## src/tmc_map.svh

```systemverilog
// Register offsets, field positions, reset values and counts of the timer.
`ifndef TMC_MAP_SVH
`define TMC_MAP_SVH
`define TMC_OFF_CTRL 8'h00
`define TMC_OFF_COUNT 8'h04
`define TMC_OFF_CMP 8'h08
`define TMC_OFF_FLAGS 8'h0C
`define TMC_OFF_IRQEN 8'h10
`define TMC_OFF_PORT 8'h14
`define TMC_FLG_OVF 0
`define TMC_FLG_CMP 1
`define TMC_PORT_DATA 0
`define TMC_PORT_DIR 1
`define TMC_PORT_GIE 2
`define TMC_PORT_LATCH 3
`define TMC_CTRL_FORCE 7
`define TMC_CTRL_RST 8'h00
`define TMC_CNT_RST 8'h00
`define TMC_CNT_MAX 8'hFF
`define TMC_CNT_BOT 8'h00
`define TMC_PRE_RST 10'h000
`define TMC_PRE_M8 10'h007
`define TMC_PRE_M64 10'h03F
`define TMC_PRE_M256 10'h0FF
`define TMC_PRE_M1024 10'h3FF
`endif

```

## src/tmc_pkg.sv

```systemverilog
// Types shared by the timer and its users.
package tmc_pkg;
   typedef enum logic [1:0] {
      TMC_WGM_NORMAL = 2'h0,
      TMC_WGM_PCPWM = 2'h1,
      TMC_WGM_CTC = 2'h2,
      TMC_WGM_FAST = 2'h3
   } tmc_wgm_t;
   typedef struct packed {
      logic force_strobe;
      logic [1:0] compare_action_field;
      tmc_wgm_t waveform_mode_field;
      logic [2:0] clock_select_field;
   } tmc_ctrl_t;
   typedef struct packed {
      logic oe;
      logic out;
   } tmc_pin_t;
endpackage : tmc_pkg

```

## src/tmc_timer.sv

```systemverilog
// Eight-bit timer with one compare channel behind an APB slave.
//
// Operation
// Clock select zero stops the counter; no timer ticks reach it.
// Each tick clears, increments or decrements the counter per mode.
// Software may read and write the counter at any time.
// A counter write beats a same-cycle count or clear.
// Top shows counter at maximum, bottom shows counter at zero.
// Counter and compare value are compared continuously for equality.
// A match sets the compare flag on the following tick.
// Flag, enable and global enable request an interrupt; service clears.
// Writing one to the compare flag clears it; zero leaves it.
// PWM modes double-buffer the compare value, loaded at top.
// Compare accesses reach the buffer in PWM modes, else active.
// Force strobe acts like a match on the latch only, non-PWM.
// A counter write blocks every match on the next tick.
// The action field is unbuffered and governs the next match.
// Reset clears the output latch; mode changes keep it.
// Nonzero action field routes the latch to the pin; direction stays.
// Action field zero leaves the latch unchanged on a match.
// Counting depends only on the mode field, never on action.
// Normal mode counts up only and wraps from FF to 00.
// Normal mode sets overflow when the counter becomes zero.
// Software should preset the latch before enabling the pin.
// Mode 2 clears the counter on a compare match.
// Mode 3 counts zero to maximum and restarts: fast PWM.
// Mode 1 counts up to maximum and back down: phase correct.
//
// Our own choices: register access over APB and the placing of the registers.
`timescale 1ns/1ps
`include "tmc_map.svh"
module tmc_timer #(
   parameter int ADDR_W = 8
) (
   input wire logic pclk,
   input wire logic presetn,
   input wire logic psel,
   input wire logic penable,
   input wire logic pwrite,
   input wire logic [ADDR_W-1:0] paddr,
   input wire logic [31:0] pwdata,
   output logic [31:0] prdata,
   output logic pready,
   output logic pslverr,
   input wire logic ext_clk_pin,
   input wire logic ovf_irq_ack,
   input wire logic cmp_irq_ack,
   output logic ovf_irq,
   output logic cmp_irq,
   output tmc_pkg::tmc_pin_t oc_pin
);
   import tmc_pkg::*;

   // Latch update for a match in the non-PWM modes.
   function automatic logic act_nonpwm(input logic [1:0] act,
                                       input logic cur);
      unique case (act)
         2'h0: act_nonpwm = cur;
         2'h1: act_nonpwm = ~cur;
         2'h2: act_nonpwm = 1'b0;
         default: act_nonpwm = 1'b1;
      endcase
   endfunction : act_nonpwm

   tmc_ctrl_t ctrl_r, ctrl_nxt;
   logic [7:0] cnt_r, cnt_nxt;
   logic [7:0] ocr_r, ocr_nxt;
   logic [7:0] ocr_buf_r, ocr_buf_nxt;
   logic down_r, down_nxt;
   logic block_r, block_nxt;
   logic ovf_flag_r, ovf_flag_nxt;
   logic cmp_flag_r, cmp_flag_nxt;
   logic ovf_en_r, ovf_en_nxt;
   logic cmp_en_r, cmp_en_nxt;
   logic port_data_r, port_data_nxt;
   logic port_dir_r, port_dir_nxt;
   logic gie_r, gie_nxt;
   logic latch_r, latch_nxt;
   logic [9:0] pre_r;
   logic ext_s1_r, ext_s2_r, ext_s3_r;
   logic pready_r, pready_nxt;
   logic pslverr_r, pslverr_nxt;
   logic [31:0] prdata_r, prdata_nxt;
   logic ovf_irq_r, ovf_irq_nxt;
   logic cmp_irq_r, cmp_irq_nxt;
   tmc_pin_t pin_r, pin_nxt;

   logic wr, tick, pwm, match, hit, top, bottom, force_hit, ovf_set;
   logic cnt_wr, cmp_wr, ctrl_wr, flg_wr, en_wr, port_wr;
   logic [7:0] wbyte;
   tmc_wgm_t mode;
   logic [1:0] act;

   assign prdata = prdata_r;
   assign pready = pready_r;
   assign pslverr = pslverr_r;
   assign ovf_irq = ovf_irq_r;
   assign cmp_irq = cmp_irq_r;
   assign oc_pin = pin_r;

   // Decode of the access phase; a write lands only in its completing cycle.
   assign wr = psel & penable & pready_r & pwrite;
   assign wbyte = pwdata[7:0];
   assign ctrl_wr = wr & (paddr == ADDR_W'(`TMC_OFF_CTRL));
   assign cnt_wr = wr & (paddr == ADDR_W'(`TMC_OFF_COUNT));
   assign cmp_wr = wr & (paddr == ADDR_W'(`TMC_OFF_CMP));
   assign flg_wr = wr & (paddr == ADDR_W'(`TMC_OFF_FLAGS));
   assign en_wr = wr & (paddr == ADDR_W'(`TMC_OFF_IRQEN));
   assign port_wr = wr & (paddr == ADDR_W'(`TMC_OFF_PORT));

   // Tick source. External edges are seen only after two flops, so a
   // pin edge reaches the counter two to three clocks later.
   always_comb begin
      unique case (ctrl_r.clock_select_field)
         3'h0: tick = 1'b0;
         3'h1: tick = 1'b1;
         3'h2: tick = (pre_r & `TMC_PRE_M8) == `TMC_PRE_M8;
         3'h3: tick = (pre_r & `TMC_PRE_M64) == `TMC_PRE_M64;
         3'h4: tick = (pre_r & `TMC_PRE_M256) == `TMC_PRE_M256;
         3'h5: tick = (pre_r & `TMC_PRE_M1024) == `TMC_PRE_M1024;
         3'h6: tick = ext_s3_r & ~ext_s2_r;
         default: tick = ext_s2_r & ~ext_s3_r;
      endcase
   end

   // Comparator and extreme-value indications.
   assign mode = ctrl_r.waveform_mode_field;
   assign act = ctrl_r.compare_action_field;
   assign pwm = (mode == TMC_WGM_FAST) | (mode == TMC_WGM_PCPWM);
   assign top = cnt_r == `TMC_CNT_MAX;
   assign bottom = cnt_r == `TMC_CNT_BOT;
   assign match = (cnt_r == ocr_r) & ~block_r;
   assign hit = tick & match;
   assign force_hit = ctrl_wr & wbyte[`TMC_CTRL_FORCE] & ~pwm;

   // Counter, direction and match blocking. Only the mode field steers
   // the sequence, so the action field cannot disturb counting.
   always_comb begin
      cnt_nxt = cnt_r;
      down_nxt = down_r;
      if (tick) begin
         unique case (mode)
            TMC_WGM_NORMAL: cnt_nxt = cnt_r + 8'h01;
            TMC_WGM_CTC: cnt_nxt = match ? `TMC_CNT_BOT
                                         : cnt_r + 8'h01;
            TMC_WGM_FAST: cnt_nxt = cnt_r + 8'h01;
            TMC_WGM_PCPWM: begin
               if (down_r && bottom) begin
                  down_nxt = 1'b0;
                  cnt_nxt = cnt_r + 8'h01;
               end else if (!down_r && top) begin
                  down_nxt = 1'b1;
                  cnt_nxt = cnt_r - 8'h01;
               end else begin
                  cnt_nxt = down_r ? cnt_r - 8'h01 : cnt_r + 8'h01;
               end
            end
         endcase
      end
      if (cnt_wr) begin
         cnt_nxt = wbyte; // see R3
      end
      if (cnt_wr) begin
         block_nxt = 1'b1;
      end else if (tick) begin
         block_nxt = 1'b0;
      end else begin
         block_nxt = block_r;
      end
   end

   // Overflow fires when a tick really brings the counter to zero; a
   // clear on match in mode 2 is not an overflow unless the counter stood at top.
   assign ovf_set = tick & ~cnt_wr & ~bottom & (cnt_nxt == `TMC_CNT_BOT)
                    & ((mode != TMC_WGM_CTC) | top);

   // Flags: hardware set wins over a same-cycle clear.
   always_comb begin
      ovf_flag_nxt = ovf_set | (ovf_flag_r & ~ovf_irq_ack
                     & ~(flg_wr & wbyte[`TMC_FLG_OVF]));
      cmp_flag_nxt = hit | (cmp_flag_r & ~cmp_irq_ack // see R7
                     & ~(flg_wr & wbyte[`TMC_FLG_CMP]));
   end

   // Compare value and its buffer. PWM writes wait in the buffer until
   // the counter passes its top, so a pulse is never cut short.
   always_comb begin
      ocr_nxt = ocr_r;
      ocr_buf_nxt = ocr_buf_r;
      if (pwm && tick && top) begin
         ocr_nxt = ocr_buf_r;
      end
      if (cmp_wr) begin
         ocr_buf_nxt = wbyte;
         if (!pwm) begin
            ocr_nxt = wbyte; // see R10
         end
      end
   end

   // Output latch. The action field is read live each time.
   always_comb begin
      latch_nxt = latch_r;
      if (!pwm) begin
         if (hit || force_hit) begin
            latch_nxt = act_nonpwm(act, latch_r); // see R12
         end
      end else if (mode == TMC_WGM_FAST) begin
         if (hit) begin
            latch_nxt = act_nonpwm(act, latch_r);
         end else if (tick && top && act[1]) begin
            latch_nxt = ~act[0];
         end
      end else if (hit && act != 2'h0) begin
         latch_nxt = (act == 2'h1) ? ~latch_r : (act[0] ^ down_r);
      end
   end

   // Software-held control bits.
   always_comb begin
      ctrl_nxt = ctrl_r;
      ovf_en_nxt = ovf_en_r;
      cmp_en_nxt = cmp_en_r;
      port_data_nxt = port_data_r;
      port_dir_nxt = port_dir_r;
      gie_nxt = gie_r;
      if (ctrl_wr) begin
         ctrl_nxt = tmc_ctrl_t'(wbyte);
         ctrl_nxt.force_strobe = 1'b0;
      end
      if (en_wr) begin
         ovf_en_nxt = wbyte[`TMC_FLG_OVF];
         cmp_en_nxt = wbyte[`TMC_FLG_CMP];
      end
      if (port_wr) begin
         port_data_nxt = wbyte[`TMC_PORT_DATA];
         port_dir_nxt = wbyte[`TMC_PORT_DIR];
         gie_nxt = wbyte[`TMC_PORT_GIE];
      end
   end

   // Requests and pin from next values, so outputs line up with state.
   always_comb begin
      ovf_irq_nxt = ovf_flag_nxt & ovf_en_nxt & gie_nxt;
      cmp_irq_nxt = cmp_flag_nxt & cmp_en_nxt & gie_nxt;
      pin_nxt.oe = port_dir_nxt;
      pin_nxt.out = (ctrl_nxt.compare_action_field != 2'h0)
                    ? latch_nxt : port_data_nxt;
   end

   // APB answer prepared in the setup cycle; one wait-free access phase.
   always_comb begin
      pready_nxt = psel & ~penable;
      pslverr_nxt = 1'b0;
      prdata_nxt = 32'h0000_0000;
      if (psel && !penable) begin
         unique case (paddr)
            ADDR_W'(`TMC_OFF_CTRL): prdata_nxt[6:0] = ctrl_r[6:0];
            ADDR_W'(`TMC_OFF_COUNT): prdata_nxt[7:0] = cnt_r;
            ADDR_W'(`TMC_OFF_CMP):
               prdata_nxt[7:0] = pwm ? ocr_buf_r : ocr_r;
            ADDR_W'(`TMC_OFF_FLAGS): begin
               prdata_nxt[`TMC_FLG_OVF] = ovf_flag_r;
               prdata_nxt[`TMC_FLG_CMP] = cmp_flag_r;
            end
            ADDR_W'(`TMC_OFF_IRQEN): begin
               prdata_nxt[`TMC_FLG_OVF] = ovf_en_r;
               prdata_nxt[`TMC_FLG_CMP] = cmp_en_r;
            end
            ADDR_W'(`TMC_OFF_PORT): begin
               prdata_nxt[`TMC_PORT_DATA] = port_data_r;
               prdata_nxt[`TMC_PORT_DIR] = port_dir_r;
               prdata_nxt[`TMC_PORT_GIE] = gie_r;
               prdata_nxt[`TMC_PORT_LATCH] = latch_r;
            end
            default: pslverr_nxt = 1'b1;
         endcase
      end
   end

   // Free-running prescaler and external pin synchroniser.
   always_ff @(posedge pclk or negedge presetn) begin
      if (!presetn) begin
         pre_r <= `TMC_PRE_RST;
         ext_s1_r <= 1'b0;
         ext_s2_r <= 1'b0;
         ext_s3_r <= 1'b0;
      end else begin
         pre_r <= pre_r + 10'h001;
         ext_s1_r <= ext_clk_pin;
         ext_s2_r <= ext_s1_r;
         ext_s3_r <= ext_s2_r;
      end
   end

   // State registers.
   always_ff @(posedge pclk or negedge presetn) begin
      if (!presetn) begin
         ctrl_r <= tmc_ctrl_t'(`TMC_CTRL_RST);
         cnt_r <= `TMC_CNT_RST;
         ocr_r <= `TMC_CNT_RST;
         ocr_buf_r <= `TMC_CNT_RST;
         down_r <= 1'b0;
         block_r <= 1'b0;
         ovf_flag_r <= 1'b0;
         cmp_flag_r <= 1'b0;
         ovf_en_r <= 1'b0;
         cmp_en_r <= 1'b0;
         port_data_r <= 1'b0;
         port_dir_r <= 1'b0;
         gie_r <= 1'b0;
         latch_r <= 1'b0;
         pready_r <= 1'b0;
         pslverr_r <= 1'b0;
         prdata_r <= 32'h0000_0000;
         ovf_irq_r <= 1'b0;
         cmp_irq_r <= 1'b0;
         pin_r <= '0;
      end else begin
         ctrl_r <= ctrl_nxt;
         cnt_r <= cnt_nxt;
         ocr_r <= ocr_nxt;
         ocr_buf_r <= ocr_buf_nxt;
         down_r <= down_nxt;
         block_r <= block_nxt;
         ovf_flag_r <= ovf_flag_nxt;
         cmp_flag_r <= cmp_flag_nxt;
         ovf_en_r <= ovf_en_nxt;
         cmp_en_r <= cmp_en_nxt;
         port_data_r <= port_data_nxt;
         port_dir_r <= port_dir_nxt;
         gie_r <= gie_nxt;
         latch_r <= latch_nxt;
         pready_r <= pready_nxt;
         pslverr_r <= pslverr_nxt;
         prdata_r <= prdata_nxt;
         ovf_irq_r <= ovf_irq_nxt;
         cmp_irq_r <= cmp_irq_nxt;
         pin_r <= pin_nxt;
      end
   end
endmodule : tmc_timer

```

## config.mk

```make
export PLATFORM = sky130hd
export DESIGN_NAME = tmc_timer
export DESIGN_NICKNAME = d
export VERILOG_FILES = /design/src/tmc_pkg.sv /design/src/tmc_timer.sv
export VERILOG_INCLUDE_DIRS = /design/src
export SDC_FILE = /design/constraint.sdc
export NUM_CORES = 1
export LEC_CHECK = 0
export ABC_AREA = 1
export BUFFER_PORTS_ARGS = -buffer_cell sky130_fd_sc_hd__buf_2
export CAP_MARGIN = 0
export CELL_PAD_IN_SITES_DETAIL_PLACEMENT = 1
export CELL_PAD_IN_SITES_GLOBAL_PLACEMENT = 1
export CORE_MARGIN = 1.5
export CORE_UTILIZATION = 41
export CTS_BUF_LIST = sky130_fd_sc_hd__clkbuf_8
export CTS_CLUSTER_SIZE = 30
export DETAILED_ROUTE_END_ITERATION = 8
export PLACE_DENSITY_LB_ADDON = 0.1
export SLEW_MARGIN = 20
export SYNTH_ARGS = -nofsm -noshare
export SYNTH_HDL_FRONTEND = slang
export SYNTH_SLANG_ARGS = --single-unit
```

## constraint.sdc

```tcl
create_clock -name pclk -period 2.4 [get_ports pclk]
set_clock_uncertainty 0.2 [all_clocks]
set_input_delay 0.12 -clock pclk [delete_from_list [all_inputs] [get_ports pclk]]
set_output_delay 0.12 -clock pclk [all_outputs]
set_load 0.05 [all_outputs]
```

==> results.md <==
* Worst r2r src: cnt_r[3]
* Fin crit period at 2.36 ns
* Vias post-DR at roughly 4.5k
* Synth top area cells: dfrtp_1, nand2_1, inv_1
* Post-synth cell types at 40
* Via/cell ratio at 5.16
* Core Region at around 10000 sq um
* Cell taking the most area after synthesis: dfrtp_1
* Slowest cell on crit path: dfrtp_1
* Max Clk Rate at between 0.4 and 0.5 GHz
* Crit start category: flop
* Crit path to: ovf_irq
* Fillers at 1330
* Clock latency on the worst-skew pair at 0.35 ns
* Syn_area_per_cell at a little over 7 sq um
* Top layer in use: met4
* Die W at between 100 and 150 um
* Clock root buffer: clkbuf_8
* CP startpoint: cnt_r[3]
* Largest net degree at the start of global routing at 42
* CTS buffer count at 9
* DR WL/cell at about 17 um
* Worst path bufs/invs at 2
* Reg2reg path depth at 14
* Slew HR at 0.572
* # diodes at 0
* Post-synthesis cell count at 598
* Slowest stage delay, CP at between 0.4 and 0.5 ns
* Routed wl met3 at between 600 and 700 um
* I/O pins at 86
* Routability congestion estimate at ~0.9
* Vias in the first global route at 4628
* Area delta synth->final at 34.5%
* Mapped Area at 4320 sq um
* Max cap viols at 0
* Post-layout power at 2640 uW
* # rows at 37
* Drt first pass iters at 4
* Post-Route WL at 15000 um
* Setup TNS at 0 ns
* Buffers on Ports at 37
* Type of the most critical hold path: in -> reg
* Layout cells sized above 1 at 0.305
* Most used cell, CP: nand2_1
* Final worst-path cycle share at 0.982
* Reg2Reg Capture Point: ovf_irq
* P_leak at approximately 0.0031 uW
* Reg clk slew, reported paths at roughly 0.080 ns
* Initial Utilization at 0.421
* Met2 Wirelength at between 7000 and 8000 um
* CTS tree: built
* Post-synth top area share at 0.388
* CP required at 2.49 ns
* Sequential cell area fraction in the yosys report at 0.388
* Met1 Wirelength at 6760 um
* Worst-margin pin slew at about 0.64 ns
* Initial DRC Count at roughly 260
* Crit-path cells: inv_2, nand2_1, nor2_2, nand3_4, nand2_4, buf_4, nand2_1, nand3_1, nand2_1, a21oi_2, nand3_2, nor2_2, nand2_2, a21oi_2
* Crit. End Element: flop
* DIE AREA at about 11000 sq um
* Most frequent cells in the layout: nand2_1, inv_1, buf_4
* ANT nets after route at 0
* Gr ovfl total at 0
* Yosys warnings at 0
* Crit Path Class: reg -> reg
* Worst R2R Setup Slack at between 0.04 and 0.05 ns
* Stages on worst setup path at 14
* Initial antenna violation count at 0
* Global-route wire length before repair at approximately 23000 um
* Max Slew Vio Count at 0
* Register bit total from synthesis at 67
* Family with the most delay on the worst path: simple AND/OR/NAND/NOR gates
* H-tree Lvls at 3
* Pwr dens at between 400 and 500 nW/um^2
* Post-layout net count at 790
* Crit path max fanout at 7
* Residual DRC count at 0
* Setup violators final at 0
* Status: finished clean
* Gr usage total at 0.272
* Maximum buffer depth of the clock tree at 2
* Die height at 106 um
* Most common cell after layout, fill and taps aside: nand2_1
* Peak VDD IR at between 0.3 and 0.4 mV
* Clk sink count at between 60 and 70
* Worst EP arrival at around 2.5 ns
* Hold Fails Final Rpt at 0
* Hpwl dp at between 10000 and 15000 um
## repair_timing
item,in CTS,in global routing
buffers inserted,5,11
hold buffers,17,0
gates resized for setup,29,57
endpoints found under the setup margin,9,8
endpoints found under the hold margin,60,0
pin swaps,14,32
## stage by stage
stage | cells | hold slack [ns] | utilization | area, sq um | worst slack, ns
floorplan | 621 | -0.376 | - | 4410 | 0.253
global placement | 825 | -0.0377 | 0.488 | 5010 | -0.0237
detailed placement | 825 | -0.0245 | 0.488 | 5010 | -0.132
CTS | 863 | 0.0403 | 0.537 | 5520 | 0.0000819
global route | 874 | 0.0773 | 0.566 | 5810 | -0.0617
finish | 874 | 0.0469 | 0.566 | 5810 | 0.0422
## cell usage after synthesis, drive strengths merged
master / number
mux2: 1
a221oi: 3
nor4: 2
a31oi: 4
o211ai: 12
a32oi: 1
a211oi: 1
o21ai: 40
nor3: 6
nand3b: 2
nand4: 7
nor2: 46
dfrtp: 67
nand2: 178
ha: 9
or2: 2
buf: 31
nor3b: 1
a22oi: 1
conb: 1
clkbuf: 4
nand3: 39
inv: 100
xnor2: 4
xor2: 5
o22ai: 12
o21a: 1
a21oi: 18
## final cells by class
cell class              instances  area (sq um)  area share
repair buffers                136          1010       0.174
flip-flops and latches         67          1680       0.289
inverters                     100           380      0.0654
multi-input cells             419          2370       0.408
clock buffers                  10           138      0.0237
clock inverters                 6          65.1      0.0112
well taps                     136           170      0.0293
## cell families after synthesis
logic type	Yosys count	synth area share
compound gates	93	0.126
xor+xnor	9	0.0182
fa+ha+maj	9	0.0261
buf+inv	135	0.147
flops	67	0.388
mux	1	0.00261
other cells	1	0.000868
simple gates	283	0.291
## worst reg2reg max path: cells and delay by family, from the launching register on
kind	cells	cell delay [ns]
buf+inv	2	0.33
compound gates	2	0.32
simple gates	10	1.02
flops	1	0.41
## worst min path at each step
stage / from / endpoint / cells past startpoint
after global routing: paddr[3] / prdata[7] / 5
after CTS: paddr[3] / prdata[7] / 5
after global placement: presetn / pready / 1
after floorplan: presetn / act[0] / 0
final: paddr[3] / prdata[7] / 5
after detailed placement: presetn / pready / 1
## report_power, final
part	total (uW)	internal, uW	switching (uW)
registers	1170	1150	21.3
logic	485	155	331
clock network	984	510	474
## per-layer routing
layer	vias to the layer above	track usage
met5	-	0
met4	0	0.0811
met3	26	0.0476
met2	104	0.454
met1	2253	0.360
li1	2128	-
## flip-flops by register name, indices dropped and copies added (netlist names), 2 cells and up
name / flops
ocr_r: 8
act: 2
pre_r: 10
ctrl_r: 3
ocr_buf_r: 8
cnt_r: 8
mode: 2
oc_pin: 2
prdata: 8
Note: power is estimated with default switching activity, not from simulation.
